==> src/common/shr_pkg.sv <==
// Shared constants, types and check-field arithmetic for the sensor readout link
package shr_pkg;
  // Device byte map
  localparam logic [7:0] ADDR_PART = 8'h00;
  localparam logic [7:0] ADDR_SERIAL = 8'h04;
  localparam logic [7:0] ADDR_SYSTEM_CONTROL = 8'h10;
  localparam logic [7:0] ADDR_POWER_STATE_STATUS = 8'h11;
  localparam logic [7:0] ADDR_RUN = 8'h21;
  localparam logic [7:0] ADDR_START = 8'h22;
  localparam logic [7:0] ADDR_STOP = 8'h23;
  localparam logic [7:0] ADDR_MSTAT = 8'h24;
  localparam logic [7:0] ADDR_TEMP = 8'h30;
  localparam logic [7:0] ADDR_HUM = 8'h33;
  localparam logic [7:0] ADDR_RSVD = 8'h36;
  localparam logic [7:0] PART_BYTES = 8'h02;
  localparam logic [7:0] SERIAL_BYTES = 8'h08;
  localparam logic [7:0] READOUT_BYTES = 8'h03;
  // Identity value is arbitrary
  localparam logic [15:0] PART_NUMBER = 16'h5a3c;
  // Control fields and reset values
  localparam int LOW_POWER_BIT = 0;
  localparam int SOFT_RESET_BIT = 7;
  localparam logic LOW_POWER_RST = 1'b1;
  // Readout word layout and scaling
  localparam int DATA_W = 16;
  localparam int VALID_BIT = 16;
  localparam int CHECK_LSB = 17;
  localparam int CHECK_W = 7;
  localparam int PAYLOAD_W = 17;
  localparam int TEMP_FRAC_BITS = 6;
  localparam int HUM_FRAC_BITS = 9;
  localparam logic [7:0] CHECK_POLYNOMIAL = 8'h89;
  localparam logic [6:0] CHECK_INITIAL_VECTOR = 7'h7f;
  // Timing
  localparam int CLK_PERIOD_NS = 5;
  localparam int BOOT_TIME_NS = 100;
  localparam int BOOT_CYCLES = (BOOT_TIME_NS + CLK_PERIOD_NS - 1) / CLK_PERIOD_NS;
  // Host APB map
  localparam logic [7:0] HC_CMD = 8'h00;
  localparam logic [7:0] HC_WDATA = 8'h04;
  localparam logic [7:0] HC_STATUS = 8'h08;
  localparam logic [7:0] HC_RDLO = 8'h0c;
  localparam logic [7:0] HC_RDHI = 8'h10;
  localparam int CMD_WRITE_BIT = 8;
  localparam int CMD_COUNT_LSB = 9;
  localparam int ST_BUSY_BIT = 0;
  localparam int ST_NACK_BIT = 1;
  localparam int ST_TCHK_BIT = 2;
  localparam int ST_HCHK_BIT = 3;

  typedef enum logic [1:0] {OP_ADDR, OP_WRITE, OP_READ} shr_op_t;

  function automatic logic [6:0] check7(input logic [16:0] val);
    logic [23:0] v;
    logic [23:0] pol;
    v = {val, CHECK_INITIAL_VECTOR};
    pol = {CHECK_POLYNOMIAL, 16'h0000};
    for (int i = 0; i < PAYLOAD_W; i++) begin
      if (v[23 - i]) begin
        v = v ^ (pol >> i);
      end
    end
    return v[6:0];
  endfunction : check7

  function automatic logic [23:0] make_word(input logic [15:0] data, input logic valid);
    return {check7({valid, data}), valid, data};
  endfunction : make_word
endpackage : shr_pkg

==> src/common/shr_link_if.sv <==
// Byte-level register link between the host controller and the sensor device
`timescale 1ns/1ps
interface shr_link_if;
  logic req;
  shr_pkg::shr_op_t op;
  logic [7:0] wdata;
  logic done;
  logic nack;
  logic [7:0] rdata;
  modport dev (input req, input op, input wdata, output done, output nack, output rdata);
  modport host (output req, output op, output wdata, input done, input nack, input rdata);
endinterface : shr_link_if

==> src/rtl/shr_device.sv <==
// Sensor device end: register map, power state, measurement steps and readout words
`timescale 1ns/1ps
// Function
// - Check field is CRC-7, polynomial 0x89
// - CRC starts from initial vector 0x7F
// - Shift payload, XOR polynomial per set bit
// - Word: data 15:0, valid 16, check 23:17
// - Readout bytes little endian, lowest address first
// - Temperature field is kelvin times 64
// - Humidity field is percent times 512
// - Identity registers read valid only when active
// - Host reads identity by disabling auto-standby
// - Host may read identity during a measurement
// - Multi-byte registers span consecutive byte addresses
// - Part number at 0x00, serial at 0x04
// - Run mode register at 0x21, read/write
// - Measuring status register at 0x24, read-only
// - Readouts at 0x30 and 0x33; 0x36 up reserved
// - Host starts both by writing 03 to 0x22
// - Host reads both readouts in 6-byte burst
// - Reserved addresses read as zero
// - Writes to reserved or read-only addresses nacked
module shr_device (
  // Clock and reset
  input wire logic clk_sys,
  input wire logic srst,
  // Register link
  shr_link_if.dev lnk,
  // Sensor side: index 0 temperature, 1 humidity
  input wire logic [63:0] unique_serial,
  input wire logic [1:0] sns_done,
  input wire logic [1:0][15:0] sns_data,
  output logic [1:0] sns_measure,
  output logic active_state_flag
);
  typedef enum logic [1:0] {PWR_STANDBY, PWR_BOOTING, PWR_ACTIVE} shr_pwr_t;

  typedef struct packed {
    shr_pwr_t pwr;
    logic [7:0] boot_cnt;
    logic low_power;
    logic [1:0] run_mode;
    logic [1:0] start_pend;
    logic [1:0] stop_pend;
    logic [1:0] again;
    logic [1:0] measuring;
    logic [1:0][23:0] word;
    logic [1:0][23:0] snap;
    logic [7:0] cra;
    logic done;
    logic nack;
    logic [7:0] rdata;
  } shr_dev_st_t;

  localparam shr_dev_st_t ST_RST = '{pwr: PWR_BOOTING, low_power: shr_pkg::LOW_POWER_RST, default: '0};

  shr_dev_st_t r_reg;
  shr_dev_st_t r_next;

  function automatic logic in_span(input logic [7:0] a, input logic [7:0] base, input logic [7:0] len);
    return (a >= base) && (a < base + len);
  endfunction : in_span

  function automatic logic [7:0] pick(input logic [63:0] v, input logic [7:0] off);
    return v[off[2:0] * 8 +: 8];
  endfunction : pick

  logic active;
  logic [7:0] rd_byte;
  logic [1:0] step_go;

  assign active = (r_reg.pwr == PWR_ACTIVE);

  // Read mux for the byte at the current register address
  always_comb begin
    logic [7:0] a;
    a = r_reg.cra;
    // Reserved, write-only and unused bytes fall through to zero
    rd_byte = 8'h00;
    if (in_span(a, shr_pkg::ADDR_PART, shr_pkg::PART_BYTES)) begin
      rd_byte = active ? pick({48'h0000_0000_0000, shr_pkg::PART_NUMBER}, a - shr_pkg::ADDR_PART) : 8'h00;
    end else if (in_span(a, shr_pkg::ADDR_SERIAL, shr_pkg::SERIAL_BYTES)) begin
      rd_byte = active ? pick(unique_serial, a - shr_pkg::ADDR_SERIAL) : 8'h00;
    end else if (a == shr_pkg::ADDR_SYSTEM_CONTROL) begin
      rd_byte = {7'h00, r_reg.low_power};
    end else if (a == shr_pkg::ADDR_POWER_STATE_STATUS) begin
      rd_byte = {7'h00, active};
    end else if (a == shr_pkg::ADDR_RUN) begin
      rd_byte = {6'h00, r_reg.run_mode};
    end else if (a == shr_pkg::ADDR_START) begin
      rd_byte = {6'h00, r_reg.start_pend};
    end else if (a == shr_pkg::ADDR_MSTAT) begin
      rd_byte = {6'h00, r_reg.measuring};
    end else if (a == shr_pkg::ADDR_TEMP) begin
      rd_byte = r_reg.word[0][7:0];
    end else if (in_span(a, shr_pkg::ADDR_TEMP, shr_pkg::READOUT_BYTES)) begin
      rd_byte = pick({40'h00_0000_0000, r_reg.snap[0]}, a - shr_pkg::ADDR_TEMP);
    end else if (a == shr_pkg::ADDR_HUM) begin
      rd_byte = r_reg.word[1][7:0];
    end else if (in_span(a, shr_pkg::ADDR_HUM, shr_pkg::READOUT_BYTES)) begin
      rd_byte = pick({40'h00_0000_0000, r_reg.snap[1]}, a - shr_pkg::ADDR_HUM);
    end
  end

  always_comb begin
    r_next = r_reg;
    r_next.done = 1'b0;
    // A continuous repeat launches like a start but keeps its valid flag
    step_go = r_reg.start_pend | r_reg.again;
    // Power state and step sequencing
    unique case (r_reg.pwr)
      PWR_STANDBY: begin
        if (!r_reg.low_power || (r_reg.start_pend != 2'b00)) begin
          r_next.pwr = PWR_BOOTING;
          r_next.boot_cnt = 8'h00;
        end
      end
      PWR_BOOTING: begin
        r_next.boot_cnt = r_reg.boot_cnt + 8'h01;
        // Identity bytes stay hidden until the full boot count has run
        if (r_reg.boot_cnt == 8'(shr_pkg::BOOT_CYCLES - 1)) begin
          r_next.pwr = PWR_ACTIVE;
        end
      end
      PWR_ACTIVE: begin
        if (r_reg.measuring == 2'b00) begin
          if (step_go != 2'b00) begin
            r_next.measuring = step_go;
            r_next.start_pend = 2'b00;
            r_next.again = 2'b00;
            for (int s = 0; s < 2; s++) begin
              if (r_reg.start_pend[s] && !r_reg.again[s]) begin
                r_next.word[s] = shr_pkg::make_word(r_reg.word[s][15:0], 1'b0);
              end
            end
          end else if (r_reg.low_power) begin
            r_next.pwr = PWR_STANDBY;
          end
        end
      end
      default: r_next.pwr = PWR_BOOTING;
    endcase
    // Measurement completion: data 1/64 K for temperature, 1/512 %RH for humidity
    for (int s = 0; s < 2; s++) begin
      if (r_reg.measuring[s] && sns_done[s]) begin
        r_next.measuring[s] = 1'b0;
        r_next.word[s] = shr_pkg::make_word(sns_data[s], 1'b1);
        r_next.again[s] = r_reg.run_mode[s] && !r_reg.stop_pend[s];
        r_next.stop_pend[s] = 1'b0;
      end
    end
    // Link access with auto-incrementing register address
    if (lnk.req && !r_reg.done) begin
      r_next.done = 1'b1;
      r_next.nack = 1'b0;
      unique case (lnk.op)
        shr_pkg::OP_ADDR: r_next.cra = lnk.wdata;
        shr_pkg::OP_WRITE: begin
          r_next.cra = r_reg.cra + 8'h01;
          if (r_reg.cra == shr_pkg::ADDR_SYSTEM_CONTROL) begin
            if (lnk.wdata[shr_pkg::SOFT_RESET_BIT]) begin
              // Soft reset restores every field, yet the write itself is still answered
              r_next = ST_RST;
              r_next.done = 1'b1;
            end else begin
              r_next.low_power = lnk.wdata[shr_pkg::LOW_POWER_BIT];
            end
          end else if (r_reg.cra == shr_pkg::ADDR_RUN) begin
            r_next.run_mode = lnk.wdata[1:0];
          end else if (r_reg.cra == shr_pkg::ADDR_START) begin
            // Built on the next value, so a start written in the launch cycle is kept
            r_next.start_pend = r_next.start_pend | lnk.wdata[1:0];
          end else if (r_reg.cra == shr_pkg::ADDR_STOP) begin
            // A stop only matters to a continuous sensor; single shot drops it
            r_next.stop_pend = r_next.stop_pend | (lnk.wdata[1:0] & r_reg.run_mode);
          end else begin
            // Read-only and reserved bytes refuse the write and store nothing
            r_next.nack = 1'b1;
          end
        end
        shr_pkg::OP_READ: begin
          r_next.cra = r_reg.cra + 8'h01;
          r_next.rdata = rd_byte;
          // Lowest byte read freezes the whole word for the following bytes
          if (r_reg.cra == shr_pkg::ADDR_TEMP) begin
            r_next.snap[0] = r_reg.word[0];
          end
          if (r_reg.cra == shr_pkg::ADDR_HUM) begin
            r_next.snap[1] = r_reg.word[1];
          end
        end
        default: r_next.nack = 1'b1;
      endcase
    end
  end

  always_ff @(posedge clk_sys) begin
    if (srst) begin
      r_reg <= ST_RST;
    end else begin
      r_reg <= r_next;
    end
  end

  assign lnk.done = r_reg.done;
  assign lnk.nack = r_reg.nack;
  assign lnk.rdata = r_reg.rdata;
  assign sns_measure = r_reg.measuring;
  assign active_state_flag = active;
endmodule : shr_device

==> src/flat_wrapper.sv <==
// flat-port wrapper written by rule: the top's interface ports become plain ports
module shr_device_flat 
  (clk_sys, srst, unique_serial, sns_done, sns_data, sns_measure, active_state_flag, lnk_req, lnk_op, lnk_wdata, lnk_done, lnk_nack, lnk_rdata);
  shr_link_if lnk_i ();
  input wire logic clk_sys;
  input wire logic srst;
  input wire logic [63:0] unique_serial;
  input wire logic [1:0] sns_done;
  input wire logic [1:0][15:0] sns_data;
  output logic [1:0] sns_measure;
  output logic active_state_flag;
  input wire logic [$bits(lnk_i.req)-1:0] lnk_req;
  input wire logic [$bits(lnk_i.op)-1:0] lnk_op;
  input wire logic [$bits(lnk_i.wdata)-1:0] lnk_wdata;
  output wire logic [$bits(lnk_i.done)-1:0] lnk_done;
  output wire logic [$bits(lnk_i.nack)-1:0] lnk_nack;
  output wire logic [$bits(lnk_i.rdata)-1:0] lnk_rdata;
  assign lnk_i.req = lnk_req;
  assign lnk_i.op = lnk_op;
  assign lnk_i.wdata = lnk_wdata;
  assign lnk_done = lnk_i.done;
  assign lnk_nack = lnk_i.nack;
  assign lnk_rdata = lnk_i.rdata;
  shr_device u_core (.clk_sys(clk_sys), .srst(srst), .lnk(lnk_i), .unique_serial(unique_serial), .sns_done(sns_done), .sns_data(sns_data), .sns_measure(sns_measure), .active_state_flag(active_state_flag));
endmodule
==> config.mk <==
export PLATFORM = sky130hd
export DESIGN_NAME = shr_device_flat
export DESIGN_NICKNAME = d
export VERILOG_FILES = /design/src/common/shr_pkg.sv /design/src/common/shr_link_if.sv /design/src/rtl/shr_device.sv /design/src/flat_wrapper.sv
export SDC_FILE = /design/constraint.sdc
export NUM_CORES = 1
export LEC_CHECK = 0
export BUFFER_PORTS_ARGS = -buffer_cell sky130_fd_sc_hd__buf_2
export CORE_ASPECT_RATIO = 1.1
export CORE_MARGIN = 2
export CORE_UTILIZATION = 62
export CTS_CLUSTER_DIAMETER = 200
export DETAILED_ROUTE_END_ITERATION = 8
export GPL_TIMING_DRIVEN = 0
export PLACE_DENSITY = 0.88
export SLEW_MARGIN = 20
export SYNTH_ARGS = -nofsm -noshare
export SYNTH_HDL_FRONTEND = slang
export SYNTH_SLANG_ARGS = --single-unit
==> constraint.sdc <==
create_clock -name clk_sys -period 6.8 [get_ports clk_sys]
set_input_delay 1.02 -clock clk_sys [delete_from_list [all_inputs] [get_ports clk_sys]]
set_output_delay 1.02 -clock clk_sys [all_outputs]
set_load 0.01 [all_outputs]
# == After elaboration in Yosys (flattened, before gate mapping) ==
# Cells that the tools add are included.
# word_totals
register_bits,135
in_bits,111
out_inout_bits,13
elab_cells,433
# op_classes
add_sub_neg,5
order_cmp,8
eq_ne,18
shift,4
n_mux,277
bitwise,71
n_reduce_logical,34
# op_table
operator,n
two-way mux 19 bit,14
two-way mux 18 bit,14
two-way mux 17 bit,14
two-way mux 16 bit,14
two-way mux 8 bit,28
two-way mux 22 bit,10
two-way mux 15 bit,14
two-way mux 21 bit,10
two-way mux 20 bit,10
two-way mux 14 bit,14
indexed part select 64 x 7 -> 8 bit,3
two-way mux 13 bit,14
two-way mux 12 bit,14
two-way mux 11 bit,15
two-way mux 10 bit,16
two-way mux 52 bit,3
two-way mux 24 bit,6
two-way mux 135 bit,1
NOT 2 bit,66
two-way mux 9 bit,14
two-way mux 124 bit,1
two-way mux 109 bit,1
one-hot mux 48 bit (2 select lines),1
two-way mux 69 bit,1
other kinds (42),119

# == Depth between registers and ports, before layout ==
# Gate-level depths: netlist of run 1.
# logic_depth
depth_word,101
mapped_depth,12
ltp_nobuf,8

# == Least setup slack after synthesis of run 1 ==
# Ideal clock, no wire load.
# synth_path
kind,reg2reg
from,register u_core.r_reg[10] (netlist name)
to,"register u_core.r_reg, in the netlist u_core.lnk.rdata[7]"
setup_ps,117
arrival_time_ps,2701
required_ps,6683
path_slack_ps,3982
path_stages_with_launch,13
cell_sequence,dfxtp_1 > buf_2 > buf_4 > inv_1 > clkbuf_1 > ha_1 > buf_2 > mux2_2 > a21oi_1 > o21ai_0 > a22oi_1 > o22ai_1 > a32o_1
# synth_between
elab_chain_len,14
# synth_lines
item,line_no,source
start: declaration,shr_device.sv:57,shr_dev_st_t r_reg;
start signal: assignment,shr_device.sv:201,r_reg <= r_next;
subtractor 3 x 2 -> 3 bit (tied with other cells),shr_device.sv:101,"rd_byte = pick({40'h00_0000_0000, r_reg.snap[1]}, a - shr_pkg::ADDR_HUM);"
indexed part select 64 x 7 -> 8 bit / logical AND 1 bit (equally long branches),"shr_device.sv:65, shr_device.sv:61",
two-way mux 8 bit,shr_device.sv:100,"end else if (in_span(a, shr_pkg::ADDR_HUM, shr_pkg::READOUT_BYTES)) begin"
two-way mux 8 bit,shr_device.sv:98,end else if (a == shr_pkg::ADDR_HUM) begin
two-way mux 8 bit,shr_device.sv:96,"end else if (in_span(a, shr_pkg::ADDR_TEMP, shr_pkg::READOUT_BYTES)) begin"
two-way mux 8 bit,shr_device.sv:94,end else if (a == shr_pkg::ADDR_TEMP) begin
two-way mux 8 bit,shr_device.sv:92,end else if (a == shr_pkg::ADDR_MSTAT) begin
two-way mux 8 bit,shr_device.sv:90,end else if (a == shr_pkg::ADDR_START) begin
two-way mux 8 bit,shr_device.sv:88,end else if (a == shr_pkg::ADDR_RUN) begin
two-way mux 8 bit,shr_device.sv:86,end else if (a == shr_pkg::ADDR_POWER_STATE_STATUS) begin
two-way mux 8 bit,shr_device.sv:84,end else if (a == shr_pkg::ADDR_SYSTEM_CONTROL) begin
two-way mux 8 bit,shr_device.sv:82,"end else if (in_span(a, shr_pkg::ADDR_SERIAL, shr_pkg::SERIAL_BYTES)) begin"
two-way mux 8 bit,shr_device.sv:80,"if (in_span(a, shr_pkg::ADDR_PART, shr_pkg::PART_BYTES)) begin"
one-hot mux 8 bit (2 select lines),shr_device.sv:156,unique case (lnk.op)
# Several ways; a longest one is shown, not always the timed one.
# A chain may end at the register's enable or synchronous reset.

# == Worst setup path in the final report of run 1 ==
# layout_path
from,register u_core.r_reg[10] (netlist name)
to,register u_core.r_reg[111] (netlist name)
# layout_between
elab_chain_len,4
# layout_lines
item,line_no,source
equality test 8 x 5 -> 1 bit,shr_device.sv:160,if (r_reg.cra == shr_pkg::ADDR_SYSTEM_CONTROL) begin
two-way mux 109 bit,shr_device.sv:160,
two-way mux 69 bit,shr_device.sv:156,
two-way mux 135 bit,shr_device.sv:153,if (lnk.req && !r_reg.done) begin
# Every way passes these cells. The select of a mux whose other input is x is not followed.

==> results.py, run 1 <==
metrics = {
    "setup_path": {
        "reg2regPathDepth": 12,
        "worst_path_largest_cell_delay_ns": 0.55,
        "worstPathCellList": "buf_2 -> buf_4 -> inv_1 -> clkbuf_1 -> ha_1 -> and4b_1 -> nand2_1 -> nor2_1 -> nor2_1 -> clkbuf_1 -> o21ai_0 -> a21oi_1",
        "cp-start-kind": "flop",
        "end_kind": "flop",
        "cpLargestDelayFamily": "buffers and inverters",
        "r2r-end": "u_core.r_reg[111]",
        "ff2ff_setup_slack_ns": 2.87,
        "required_ns": 7.15,
        "cp_slowest_cell": "nor2_1",
        "reg2reg_from": "u_core.r_reg[10]",
        "critPathBufInv": 5,
        "critPathKind": "reg -> reg",
        "crit_arrival_ns": 4.28,
        "cp_max_fo": 11,
    },
    "clocking": {
        "cts_buffer_depth": 2,
        "hold_buffers": 0,
        "clockRootBuffer": "clkbuf_16",
        "clkTransAtPathRegs_ns": 0.06,
        "cts_setup_buffers": 0,
        "numCtsBuffers": 17,
        "cts_resized": 0,
        "cts_tree": "built",
        "h-tree-depth": 4,
        "insertion_delay_ns": 0.42,
        "clock_sinks": 134,
    },
    "final_layout": {
        "postLayoutCoreUtil": 0.760,
        "num_antenna_cells": 0,
        "fin_nets": 1218,
        "seqCellArea_sq_mm": 0.00268,
        "nFillCells": 906,
        "largest_reg_flops": 122,
        "multi_input_area_sq_mm": 0.00473,
        "fin_area_sq_mm": 0.00922,
        "syn2layout_area_growth_pct": 18.2,
        "drive_above_1_share": 0.192,
    },
    "synthesis": {
        "yosys-top-cells-count": "nand2_1 (137), dfxtp_1 (134), a21oi_1 (102)",
        "avgSynthCellArea_sq_um": 8.15,
        "ys_async_sr_fraction": 0,
        "synth.most_common_cell": "nand2_1",
        "synth_top_area_frac": 0.344,
        "yosysTopAreaCell": "dfxtp_1",
        "ys_types": 70,
        "ys_warn_count": 0,
        "synth_edf_count": 0,
        "synthTopCellsByArea": "dfxtp_1 (34%), xnor2_1 (8.6%), nand2_1 (6.6%), a21oi_1 (6.5%), mux4_2 (4.6%)",
        "synthCells": 957,
        "ys.flop_type": "dfxtp_1",
        "seq_area_frac_synth": 0.344,
        "netlist_area_sq_mm": 0.00780,
        "synthesis.nets": 1076,
        "ys_seq_elements": 134,
    },
    "placement": {
        "port_buffers": 123,
        "dpl-instance-area_sq_mm": 0.00861,
        "gp_congestion": 1.02,
        "place_hpwl_mm": 17.9,
    },
    "route": {
        "first_pass_iters": 7,
        "drc": 0,
        "drt-initial-drc-count": 814,
        "vias_per_cell": 6.25,
        "wl_mm": 24.5,
        "antenna_left": 0,
        "wl_per_cell_microns": 19.4,
        "vias": 7902,
    },
    "power": {
        "p_per_area_mw_per_mm2": 226,
        "total_power_mw": 2.09,
        "ir_worst_vdd_uv": 165,
        "p_leak_nw": 3.45,
    },
    "sta": {
        "period_share": 0.578,
        "fmax_mhz": 254,
        "grt_setup_unrepaired": "false",
        "slew_headroom": 0.509,
        "skew_ns": 0.00639,
        "finalSetupTns_ns": 0,
        "max_slew.worst_pin.slew_ns": 0.730,
        "drv_slew": 0,
        "hold_ws_ns": 0.447,
        "hold_violations": 0,
        "setup_viol": 0,
        "fin_crit_ns": 3.93,
    },
    "min_path": {
        "hold_path_end": "u_core.r_reg[41]",
        "hp-start": "u_core.r_reg[41]",
        "hold-path-cell-count": 2,
        "hold_path.class": "reg -> reg",
    },
    "global_routing": {
        "antenna_found_initial": 0,
        "grt_max_degree": 17,
        "grt.total_usage": 0.367,
        "grt_first_pass_wirelength_mm": 39.1,
        "grt_pass1_vias": 7768,
        "grt-ovfl-total": 0,
    },
    "die": {
        "die_area_sq_mm": 0.0135,
        "core-area_sq_mm": 0.0121,
        "ios": 124,
        "start_util": 0.643,
        "rows": 42,
        "die_h_microns": 122,
        "fp.dieW_microns": 111,
    },
    "run": {
        "cap_violations": 0,
    },
    "run_status": {
        "status": "finished, final reports clean",
    },
}
[where the power goes]
| group | internal (mW) | switching, mW |
|---|---|---|
| Combinational | 0.132 | 0.185 |
| Clock | 0.627 | 0.345 |
| Sequential | 0.792 | 0.00695 |
[cell type report]
class                   count  area share
repair buffers            123      0.0668
multi-input cells         737       0.513
flip-flops and latches    134       0.291
clock buffers              21      0.0499
well taps                 154      0.0209
plain buffers              72      0.0368
inverters                  14     0.00570
clock inverters             9      0.0164
[cells in the final DEF, fill, tap and decap left out, drive strengths merged, types with 8 or more instances in the layout]
master | synthesis | layout
mux2i | 17 | 17
clkbuf | 44 | 65
buf | 28 | 151
xnor2 | 77 | 77
inv | 14 | 14
a21oi | 103 | 103
mux4 | 16 | 16
dfxtp | 134 | 134
nand2 | 137 | 137
a31oi | 10 | 10
a22oi | 30 | 30
nor2b | 9 | 9
nand2b | 8 | 8
nor2 | 80 | 80
nand3 | 42 | 42
xor2 | 22 | 22
ha | 8 | 8
o21ai | 59 | 59
nor3 | 10 | 10
[worst max path at each step]
stage / to / start / slack [ns] / cells after the start
4_1_cts: u_core.r_reg[111] / u_core.r_reg[10] / 3.05 / 12
2_1_floorplan: u_core.lnk.rdata[7] / u_core.r_reg[10] / 3.98 / 12
6_report: u_core.r_reg[111] / u_core.r_reg[10] / 2.87 / 12
3_3_place_gp: u_core.r_reg[111] / u_core.r_reg[10] / 3.12 / 12
3_5_place_dp: u_core.r_reg[111] / u_core.r_reg[10] / 3.12 / 12
5_1_grt: u_core.r_reg[111] / u_core.r_reg[10] / 2.79 / 12
[logic make-up after synthesis]
| group | after synthesis | synth area share |
|---|---|---|
| muxes | 40 | 0.0781 |
| DFF | 134 | 0.344 |
| xor gates and xnor gates | 101 | 0.117 |
| adders and majority gates | 8 | 0.0128 |
| buffers and inverters | 86 | 0.0502 |
| and+or+nand+nor | 330 | 0.196 |
| AOI/OAI and AO/OA | 258 | 0.202 |
[layer usage]
metal  vias up  GRT usage  share of wire
met5         -          0              0
met3        91     0.0945           0.10
met4         0      0.177          0.043
met2       497      0.615           0.47
met1      3653      0.443           0.38
li1       3661          -              -
[through the flow]
stage | setup WS (ns) | cells
detailed placement | 3.12 | 1234
floorplan | 3.98 | 957
finish | 2.87 | 1264
CTS | 3.05 | 1264
global route | 2.79 | 1264
global placement | 3.12 | 1234
[tightest hold or removal path: cells and delay by family, from the launching register on]
| kind | cells | cell delay [ns] |
|---|---|---|
| compound gates | 1 | 0.05 |
| flops | 1 | 0.30 |
| simple gates | 1 | 0.05 |
Note: power is estimated with default switching activity, not from simulation.
==> inputs of run 2 (changes only) <==
--- a/config.mk
+++ b/config.mk
@@ -8,11 +8,11 @@
 export BUFFER_PORTS_ARGS = -buffer_cell sky130_fd_sc_hd__buf_2
 export CORE_ASPECT_RATIO = 1.1
 export CORE_MARGIN = 2
-export CORE_UTILIZATION = 62
+export CORE_UTILIZATION = 52
 export CTS_CLUSTER_DIAMETER = 200
 export DETAILED_ROUTE_END_ITERATION = 8
 export GPL_TIMING_DRIVEN = 0
-export PLACE_DENSITY = 0.88
+export PLACE_DENSITY = 0.79
 export SLEW_MARGIN = 20
 export SYNTH_ARGS = -nofsm -noshare
 export SYNTH_HDL_FRONTEND = slang
==> constraint.sdc (replaced) <==
create_clock -name clk_sys -period 3.5 [get_ports clk_sys]
set_input_delay 0.525 -clock clk_sys [delete_from_list [all_inputs] [get_ports clk_sys]]
set_output_delay 0.525 -clock clk_sys [all_outputs]
set_load 0.01 [all_outputs]
==> run 2 against run 1 <==
Sequential share of layout area shrank 0.32 points. Die area grew 19%. Worst setup slack lost 2.7 ns. Hold slack lost 0.098 ns. Register-to-register slack lost 2.7 ns. Routed wire length shrank 4.7%. Final area grew 1.1%. Non-clock buffer count grew 2. Cell count grew 3.3%. Clock-buffer cell count shrank 1. Power grew 95%. Clock skew shrank 0.00096 ns. Largest cell class unchanged. Largest power group unchanged.
==> results.py, run 2 (synthesis results as in run 1) <==
metrics = {
    "sta": {
        "slew_headroom": 0.515,
        "finalSetupTns_ns": 0,
        "max_slew.worst_pin.slew_ns": 0.728,
        "fmax_mhz": 296,
        "fin_crit_ns": 3.37,
        "drv_slew": 0,
        "grt_setup_unrepaired": "false",
        "skew_ns": 0.00543,
        "setup_viol": 0,
        "period_share": 0.964,
        "hold_violations": 0,
    },
    "route": {
        "drc": 0,
        "vias_per_cell": 5.83,
        "first_pass_iters": 5,
        "wl_mm": 23.4,
        "wl_per_cell_microns": 17.9,
        "vias": 7616,
        "drt-initial-drc-count": 689,
        "antenna_left": 0,
    },
    "final_layout": {
        "final_cells": 1306,
        "largest_reg_flops": 122,
        "drive_above_1_share": 0.202,
        "mostFrequentLayoutCell": "nand2_1",
        "num_antenna_cells": 0,
        "fin_nets": 1220,
        "syn2layout_area_growth_pct": 19.5,
        "mostFrequentLayoutCells": "nand2_1 (137), dfxtp_1 (134), buf_2 (132), a21oi_1 (102), nor2_1 (78)",
    },
    "placement": {
        "place_hpwl_mm": 17.9,
        "port_buffers": 123,
        "gp_congestion": 1.05,
        "placed_cells": 1272,
    },
    "setup_path": {
        "cp_max_fo": 10,
        "end_kind": "flop",
        "crit_arrival_ns": 3.70,
        "reg2regPathDepth": 11,
        "cp-start-kind": "flop",
        "required_ns": 3.82,
        "critPathKind": "reg -> reg",
    },
    "clocking": {
        "insertion_delay_ns": 0.43,
        "cts_tree": "built",
        "clkTransAtPathRegs_ns": 0.06,
        "cts_buffer_depth": 2,
        "clock_sinks": 134,
        "hold_buffers": 0,
        "h-tree-depth": 4,
        "numCtsBuffers": 17,
        "clockRootBuffer": "clkbuf_16",
    },
    "die": {
        "die_area_sq_mm": 0.0160,
        "fp.dieW_microns": 121,
        "ios": 124,
        "rows": 46,
        "start_util": 0.536,
        "die_h_microns": 132,
        "core-area_sq_mm": 0.0146,
    },
    "global_routing": {
        "antenna_found_initial": 0,
        "grt_pass1_vias": 7174,
        "grt.total_usage": 0.289,
        "grt_first_pass_wirelength_mm": 36.4,
        "grt_max_degree": 17,
        "grt-ovfl-total": 0,
    },
    "power": {
        "power_frac_clock": 0.468,
        "p_leak_nw": 3.48,
        "combPwrFrac": 0.150,
        "ir_worst_vdd_uv": 364,
        "total_power_mw": 4.06,
        "swShare": 0.255,
        "p_per_area_mw_per_mm2": 436,
        "seq_power_share": 0.382,
        "switchingPower_mw": 1.04,
        "p_int_mw": 3.02,
    },
    "min_path": {
        "hold_path.class": "in -> reg",
        "hold-path-cell-count": 3,
    },
    "run_status": {
        "status": "finished, final reports clean",
    },
    "run": {
        "cap_violations": 0,
    },
}
## run 2: routing by layer
metal / routed length (microns) / vias to the layer above / part of all wire / GRT usage
met5: 0 / - / 0 / 0
met4: 719 / 0 / 0.031 / 0.116
met3: 1960 / 57 / 0.084 / 0.0591
met2: 10700 / 363 / 0.46 / 0.459
met1: 10000 / 3517 / 0.43 / 0.385
li1: - / 3679 / - / -
## run 2: power by group through the flow
stage	registers, mW	logic, mW	clock network [mW]
global placement	1.58	0.588	0
detailed placement	1.58	0.593	0
CTS	1.55	0.596	1.91
global route	1.55	0.656	1.98
floorplan	1.58	0.403	0
finish	1.55	0.609	1.90
## run 2: worst max-delay path: stages, from the launching register on
cell	delay [ns]
dfxtp_1	0.41
clkbuf_4	0.29
buf_4	0.28
clkinvlp_4	0.22
ha_1	0.42
buf_2	0.28
mux2_2	0.36
a21oi_1	0.15
o21ai_0	0.18
a22oi_1	0.26
o22ai_1	0.13
a32o_1	0.26
## run 2: worst paths after layout
path,start,endpoint,slack (ns)
worst max register to register,u_core.r_reg[10],u_core.lnk.rdata[7],0.13
worst min register to register,u_core.r_reg[26],u_core.r_reg[26],0.46
worst max-delay path,u_core.r_reg[10],u_core.lnk.rdata[7],0.13
worst min-delay path,sns_data[23],u_core.r_reg[97],0.35
## run 2: area by class of cell
| cell class | count | area, sq um |
|---|---|---|
| multi-input cells | 737 | 4730 |
| well taps | 192 | 240 |
| plain buffers | 71 | 342 |
| flip-flops and latches | 134 | 2680 |
| repair buffers | 126 | 638 |
| clock buffers | 20 | 457 |
| clock inverters | 12 | 176 |
| inverters | 14 | 56.3 |
| fillers | 1281 | 5240 |
## run 2: stage by stage
stage / hold WS (ns) / area, sq um / utilization / setup slack [ns]
floorplan: 0.426 / 7800 / - / 0.682
global placement: 0.439 / 8660 / 0.594 / -0.276
detailed placement: 0.447 / 8660 / 0.594 / -0.279
CTS: 0.342 / 9290 / 0.638 / 0.0337
global route: 0.351 / 9320 / 0.640 / 0.0571
finish: 0.349 / 9320 / 0.640 / 0.126
## run 2: what timing repair did
item                                    CTS  global route
endpoints found under the setup margin   42            47
buffers inserted                          0             3
gates resized for setup                   1             9
gates cloned                              0             0
